<file path="config.mk">
export PLATFORM = sky130hd
export DESIGN_NAME = cis_charger_regs
export DESIGN_NICKNAME = d
export VERILOG_FILES = /design/src/rtl/cis_pkg.sv /design/src/rtl/cis_charger_regs.sv
export SDC_FILE = /design/constraint.sdc
export NUM_CORES = 1
export LEC_CHECK = 0
export ABC_CLOCK_PERIOD_IN_PS = 2500
export BUFFER_PORTS_ARGS = -buffer_cell sky130_fd_sc_hd__buf_4
export CAP_MARGIN = 10
export CORE_ASPECT_RATIO = 0.75
export CORE_MARGIN = 4
export CORE_UTILIZATION = 31
export CTS_BUF_LIST = sky130_fd_sc_hd__clkbuf_8
export DETAILED_ROUTE_END_ITERATION = 10
export REMOVE_ABC_BUFFERS = 1
export SLEW_MARGIN = 20
export SYNTH_ARGS = -nofsm -noshare
export SYNTH_HDL_FRONTEND = slang
export SYNTH_SLANG_ARGS = --single-unit
export TNS_END_PERCENT = 100
</file>
<file path="constraint.sdc">
create_clock -name clock -period 2.5 [get_ports clock]
set_clock_uncertainty 0.1 [all_clocks]
set_input_delay 0.625 -clock clock [delete_from_list [all_inputs] [get_ports clock]]
set_output_delay 0.625 -clock clock [all_outputs]
set_load 0.02 [all_outputs]
</file>
<file path="src/rtl/cis_pkg.sv">
// Purpose: Constants and types for the charger control and interrupt register bank
// Assumes: Avalon-MM slave, 32-bit data, register at byte address four times its index
// Notes:   Only byte lane 0 carries register data
package cis_pkg;

   // Register indices; byte address is index times four
   localparam logic [7:0] IDX_RESERVED_A = 8'h70;
   localparam logic [7:0] IDX_CONFIG     = 8'h71;
   localparam logic [7:0] IDX_IRQ_STATUS = 8'h78;
   localparam logic [7:0] IDX_IRQ_ENABLE = 8'h79;
   localparam logic [7:0] IDX_STATE      = 8'h7A;

   // Configuration fields
   localparam int CFG_SUSPEND_BIT = 7;
   localparam int CFG_TOTAL_LSB   = 4;
   localparam int CFG_PRECOND_LSB = 2;
   localparam int CFG_OVP_LSB     = 0;

   // Status register: group flags high nibble, live levels low nibble
   localparam int STS_GROUP_LSB = 4;
   localparam int STS_TIMER_BIT = 3;
   localparam int STS_TEMP_BIT  = 2;
   localparam int STS_INPUT_BIT = 1;
   localparam int STS_EOC_BIT   = 0;

   // Group index inside the four-bit group vectors
   localparam int GRP_TIMER = 3;
   localparam int GRP_TEMP  = 2;
   localparam int GRP_INPUT = 1;
   localparam int GRP_EOC   = 0;

   // Enable register bits
   localparam int EN_TOTAL     = 7;
   localparam int EN_TEMP_IN   = 6;
   localparam int EN_CONNECT   = 5;
   localparam int EN_DONE_IN   = 4;
   localparam int EN_PRECHARGE = 3;
   localparam int EN_TEMP_OUT  = 2;
   localparam int EN_DISCONN   = 1;
   localparam int EN_DONE_OUT  = 0;

   // State register fields
   localparam int ST_PHASE_LSB = 4;
   localparam int ST_AC_BIT    = 1;

   // Values after reset
   localparam logic [7:0]  RESET_CONFIG = 8'h00;
   localparam logic [7:0]  RESET_ENABLE = 8'h00;
   localparam logic [3:0]  RESET_GROUP  = 4'h0;
   localparam logic [31:0] RESET_RDATA  = 32'h0000_0000;

   typedef enum logic [1:0] {
      BUS_IDLE = 2'b01,
      BUS_ACK  = 2'b10
   } cis_bus_t;

   typedef struct packed {
      cis_bus_t    bus;
      logic        waitReq;
      logic [31:0] rdata;
      logic [7:0]  cfg;
      logic [7:0]  ien;
      logic [3:0]  arm;
      logic [3:0]  pend;
      logic        prevTot;
      logic        prevPre;
      logic        prevTemp;
      logic        prevIn;
      logic        prevEoc;
      logic        irqN;
   } cis_state_t;

endpackage

</file>
<file path="src/rtl/cis_charger_regs.sv">
// Purpose: Charger configuration, status and interrupt registers on Avalon-MM
// Assumes: Charger status inputs are synchronous levels from the analog charger
// Notes:   Group pending flags clear on a read of the status register
`timescale 1ns/100ps

// Summary of operation
// - Config bit 7 set halts charging; cleared lets charging resume.
// - Config bits 5:4 select total charge safety timeout.
// - Config bits 3:2 select precondition charge safety timeout.
// - Config bits 1:0 select input over-voltage threshold.
// - Total timer expiry interrupts when enable bit 7 and timer flag set.
// - Precondition timer expiry interrupts when enable bit 3 and timer flag set.
// - Temperature entering valid range interrupts with enable bit 6 and flag.
// - Temperature leaving valid range interrupts with enable bit 2 and flag.
// - Input becoming valid (bit 5) or invalid (bit 1) interrupts with flag.
// - Entering end-of-charge interrupts with enable bit 4 and flag.
// - Leaving end-of-charge interrupts with enable bit 0 and flag.
// - Status bit 3 reads 1 when either safety timer timed out.
// - Status bit 2 reads 1 while battery temperature is valid.
// - Status bit 1 reads 1 while a valid charger input exists.
// - Status bit 0 reads 1 while in end-of-charge state.
// - Temperature and end-of-charge events count only with valid input.
// - State register bits 5:4 report present charging phase.
// - State register bit 1 reports AC-detect comparator level.
module cis_charger_regs
   import cis_pkg::*;
#(
   parameter int ADDR_W = 10
)(
   // Clock and reset
   input  wire logic              clock,
   input  wire logic              resetn,
   // Avalon-MM slave
   input  wire logic [ADDR_W-1:0] address,
   input  wire logic              read,
   input  wire logic              write,
   input  wire logic [3:0]        byteenable,
   input  wire logic [31:0]       writedata,
   output logic      [31:0]       readdata,
   output logic                   waitrequest,
   // Charger status levels
   input  wire logic              totalTimeout,
   input  wire logic              precondTimeout,
   input  wire logic              temperatureValid,
   input  wire logic              inputValid,
   input  wire logic              endOfChargeFlag,
   input  wire logic [1:0]        chargingPhase,
   input  wire logic              acDetectLevel,
   // Charger controls
   output logic                   suspendCharging,
   output logic      [1:0]        totalTimeoutSelect,
   output logic      [1:0]        preconditionTimeoutSelect,
   output logic      [1:0]        inputOvervoltageSelect,
   // Interrupt request
   output logic                   irqN
);

   cis_state_t st_r;
   cis_state_t st_nxt;

   logic       req;
   logic       accept;
   logic [7:0] liveStatus;
   logic [7:0] stateWord;
   logic [3:0] grpEvent;

   function automatic logic hitReg(input logic [ADDR_W-1:0] a, input logic [7:0] idx);
      hitReg = (a == ADDR_W'({idx, 2'b00}));
   endfunction

   assign req    = read | write;
   assign accept = req & ~st_r.waitReq;

   assign liveStatus = {st_r.pend, totalTimeout | precondTimeout, temperatureValid,
                        inputValid, endOfChargeFlag};
   assign stateWord  = {2'b00, chargingPhase, 2'b00, acDetectLevel, 1'b0};

   always_comb begin
      grpEvent = 4'h0;
      grpEvent[GRP_TIMER] = (totalTimeout & ~st_r.prevTot & st_r.ien[EN_TOTAL])
                          | (precondTimeout & ~st_r.prevPre & st_r.ien[EN_PRECHARGE]);
      // temperature edges, only with valid input
      grpEvent[GRP_TEMP]  = inputValid &
                            ((temperatureValid & ~st_r.prevTemp & st_r.ien[EN_TEMP_IN])
                           | (~temperatureValid & st_r.prevTemp & st_r.ien[EN_TEMP_OUT]));
      grpEvent[GRP_INPUT] = (inputValid & ~st_r.prevIn & st_r.ien[EN_CONNECT])
                          | (~inputValid & st_r.prevIn & st_r.ien[EN_DISCONN]);
      grpEvent[GRP_EOC]   = inputValid &
                            ((endOfChargeFlag & ~st_r.prevEoc & st_r.ien[EN_DONE_IN])
                           | (~endOfChargeFlag & st_r.prevEoc & st_r.ien[EN_DONE_OUT]));
   end

   always_comb begin
      st_nxt          = st_r;
      st_nxt.prevTot  = totalTimeout;
      st_nxt.prevPre  = precondTimeout;
      st_nxt.prevTemp = temperatureValid;
      st_nxt.prevIn   = inputValid;
      st_nxt.prevEoc  = endOfChargeFlag;

      case (st_r.bus)
         BUS_IDLE: begin
            // Capture read data on the first edge so it stands while waitrequest is low
            if (req) begin
               st_nxt.bus     = BUS_ACK;
               st_nxt.waitReq = 1'b0;
               st_nxt.rdata   = RESET_RDATA;
               if (read) begin
                  if (hitReg(address, IDX_CONFIG)) begin
                     st_nxt.rdata[7:0] = st_r.cfg;
                  end else if (hitReg(address, IDX_IRQ_STATUS)) begin
                     st_nxt.rdata[7:0] = liveStatus;
                  end else if (hitReg(address, IDX_IRQ_ENABLE)) begin
                     st_nxt.rdata[7:0] = st_r.ien;
                  end else if (hitReg(address, IDX_STATE)) begin
                     st_nxt.rdata[7:0] = stateWord;
                  end
               end
            end
         end
         BUS_ACK: begin
            st_nxt.bus     = BUS_IDLE;
            st_nxt.waitReq = 1'b1;
            if (write && byteenable[0]) begin
               // configuration write, reserved bit 6 stored as written
               if (hitReg(address, IDX_CONFIG)) begin
                  st_nxt.cfg = writedata[7:0];
               end
               if (hitReg(address, IDX_IRQ_STATUS)) begin
                  st_nxt.arm = writedata[7:STS_GROUP_LSB];
               end
               if (hitReg(address, IDX_IRQ_ENABLE)) begin
                  st_nxt.ien = writedata[7:0];
               end
            end
            // read clears only the flags that were reported
            if (read && hitReg(address, IDX_IRQ_STATUS)) begin
               st_nxt.pend = st_r.pend & ~st_r.rdata[7:STS_GROUP_LSB];
            end
         end
         default: begin
            st_nxt.bus     = BUS_IDLE;
            st_nxt.waitReq = 1'b1;
         end
      endcase

      st_nxt.pend = st_nxt.pend | (grpEvent & st_r.arm);
      st_nxt.irqN = ~|st_nxt.pend;
   end

   always_ff @(posedge clock or negedge resetn) begin
      if (!resetn) begin
         st_r.bus      <= BUS_IDLE;
         st_r.waitReq  <= 1'b1;
         st_r.rdata    <= RESET_RDATA;
         st_r.cfg      <= RESET_CONFIG;
         st_r.ien      <= RESET_ENABLE;
         st_r.arm      <= RESET_GROUP;
         st_r.pend     <= RESET_GROUP;
         st_r.prevTot  <= 1'b0;
         st_r.prevPre  <= 1'b0;
         st_r.prevTemp <= 1'b0;
         st_r.prevIn   <= 1'b0;
         st_r.prevEoc  <= 1'b0;
         st_r.irqN     <= 1'b1;
      end else begin
         st_r <= st_nxt;
      end
   end

   assign readdata                  = st_r.rdata;
   assign waitrequest               = st_r.waitReq;
   assign suspendCharging           = st_r.cfg[CFG_SUSPEND_BIT];
   assign totalTimeoutSelect        = st_r.cfg[CFG_TOTAL_LSB +: 2];
   assign preconditionTimeoutSelect = st_r.cfg[CFG_PRECOND_LSB +: 2];
   assign inputOvervoltageSelect    = st_r.cfg[CFG_OVP_LSB +: 2];
   assign irqN                      = st_r.irqN;
endmodule

</file>
==> impl_metrics.json <==
{
  "outcome": "finished, final reports clean",
  "wl_per_cell_um": 15.0,
  "io_buffers": 47,
  "rows": 25,
  "place.gp.congestion": 0.746,
  "first_pass_iters": 4,
  "clock_latency_ps": 290,
  "fin_nets": 299,
  "synthTopCellsByArea": "dfrtp_1 44%, buf_4 13%, mux2_2 11%",
  "yosysUniqueCellTypes": 37,
  "slew_headroom": 0.659,
  "place_hpwl_um": 3640,
  "drv_cap": 0,
  "routed_wl_um": 4830,
  "timing.final.crit_share": 0.919,
  "die_h_um": 80.1,
  "rrSetupSlack_ps": 590,
  "crit_type": "in2reg",
  "r2r_cells": 4,
  "synth-edff-count": 0,
  "rsz0062_at_grt": "no",
  "grt_use_total": 0.118,
  "area_delta_synth_final_pct": 17.2,
  "clkTransAtPathRegs_ps": 70,
  "core_area_sq_mm": 0.00651,
  "start_util": 0.330,
  "reg2reg_to": "irqN",
  "final_cells": 322,
  "cts_buffers": 5,
  "die_area_sq_mm": 0.00834,
  "leakagePower_nw": 1.21,
  "antenna_cells": 0,
  "synth_area_sq_mm": 0.00215,
  "setup_viol": 0,
  "r2r_start": "st_r[63]",
  "grt_antenna_before_repair": 0,
  "drtAntennaViolNets": 0,
  "grt_pass1_vias": 1459,
  "fin_ws_ps": 203,
  "yosys_most_used_dff": "dfrtp_1",
  "clock-root-buffer": "clkbuf_8",
  "dp_cells": 315,
  "mostFrequentLayoutCells": "56 x buf_4, 38 x dfrtp_1, 24 x conb_1",
  "htree_levels": 2,
  "io_pins": 99,
  "min_period_ps": 2300,
  "cts.hold.buffers_added": 0,
  "synth.largest_area_cell": "dfrtp_1",
  "cp_max_fo": 4,
  "ys_ff_latch": 40,
  "cts_num_sinks": 40,
  "cellPowerDensity_mw_per_mm2": 523,
  "fmax_mhz": 435,
  "drive_above_1_share": 0.373,
  "die_x_um": 104,
  "finalHoldViolations": 0,
  "worst_hold_path_type": "in2async",
  "dp_worst_setup_slack_ps": -71.6,
  "final_common_cell": "buf_4",
  "setup.worst_path.end_class": "flop",
  "seq_area_frac_synth": 0.467,
  "required_ps": 2560,
  "synthCells": 197,
  "via_count": 1486,
  "yosysWarningCount": 0,
  "arrival_ps": 2360,
  "netlist.area_leader.share": 0.443,
  "grt_max_degree": 41,
  "drc": 0,
  "clockBufferDepth": 2,
  "timing.hold.ws_ps": 196,
  "detail_route.vias_per_cell": 4.61,
  "cts_setup_buffers": 0,
  "overflow": 0,
  "drt-initial-drc-count": 91,
  "syn_area_per_cell_sq_um": 10.9,
  "n_fill_cell": 659,
  "finalMaxSlewViolations": 0,
  "ys_async_sr_fraction": 1.00,
  "tightest_slew_ps": 511,
  "cts_resized": 0,
  "max-vdd-ir-drop_mv": 0.188,
  "start_kind": "input port",
  "grt_pass1_wl_um": 7530,
  "final_core_util": 0.387,
  "tritoncts": "built"
}
routing by layer:
metal	vias up	global-route usage	share of wire
met4	0	0.0398	0.013
met3	8	0.0378	0.069
met5	-	0	0
met2	53	0.168	0.40
li1	729	-	-
met1	696	0.167	0.52
power by group:
part	internal, W	leakage (nW)	switching, W
combinational	0.0000832	0.652	0.000136
clock	0.000186	0.0452	0.000222
sequential	0.000674	0.517	0.0000168
worst max-delay path by stage:
stage / start / to / slack [ps] / depth (start not counted)
floorplan: address[9] / inputOvervoltageSelect[0] / 290 / 4
global placement: address[9] / irqN / -100 / 5
detailed placement: address[9] / irqN / -70 / 5
CTS: address[9] / irqN / 220 / 5
global route: address[9] / irqN / 50 / 5
finish: address[9] / irqN / 200 / 5
flip-flops by register name (all words and copies together), names as in the netlist:
signal                     flops
readdata                       8
st_r                          20
liveStatus                     4
suspendCharging                1
inputOvervoltageSelect         2
totalTimeoutSelect             2
preconditionTimeoutSelect      2
irqN                           1
kinds of logic after synthesis:
family	Yosys count	synth area share
multiplexers	21	0.110
AND/OR/NAND/NOR	49	0.150
other	1	0.00175
flip-flops	40	0.467
AO/OA/AOI/OAI	36	0.110
buffers and inverters	50	0.161
area by class of cell:
cell class	instances	area, sq um	area share
clock buffer	5	68.8	0.0273
clock inverter	2	8.76	0.00348
inverter	8	30.0	0.0119
multi-input combinational	130	886	0.352
sequential	40	1000	0.398
tap	81	101	0.0402
timing repair buffer	56	420	0.167
worst max-delay path, cell delays in order:
cell     delay (ps)
buf_4           110
nor4b_1         430
nand4_1         330
a221o_1         470
nor4_1          390
cell usage after synthesis, types with 2 or more instances:
| library cell | number |
|---|---|
| o211ai_1 | 4 |
| nand2_1 | 17 |
| buf_4 | 38 |
| nor2_1 | 3 |
| nor2b_1 | 6 |
| buf_6 | 2 |
| nor4_1 | 2 |
| a21oi_1 | 9 |
| and3b_1 | 2 |
| a31oi_1 | 7 |
| o21ai_0 | 3 |
| mux2_2 | 21 |
| o31ai_1 | 3 |
| a221o_1 | 2 |
| a211o_1 | 2 |
| dfrtp_1 | 38 |
| nand3b_1 | 7 |
| inv_1 | 8 |
| dfstp_2 | 2 |
| clkbuf_1 | 2 |
| a22oi_1 | 3 |
per-stage QoR:
step	area [sq um]	setup TNS (ps)	total power [W]
3_3_place_gp	2440	-103	0.000922
6_report	2520	0	0.00132
4_1_cts	2520	0	0.00132
5_1_grt	2520	0	0.00138
3_5_place_dp	2440	-71.6	0.000925
2_1_floorplan	1920	0	0.000803
No activity file was read; power rests on OpenSTA's default activity.
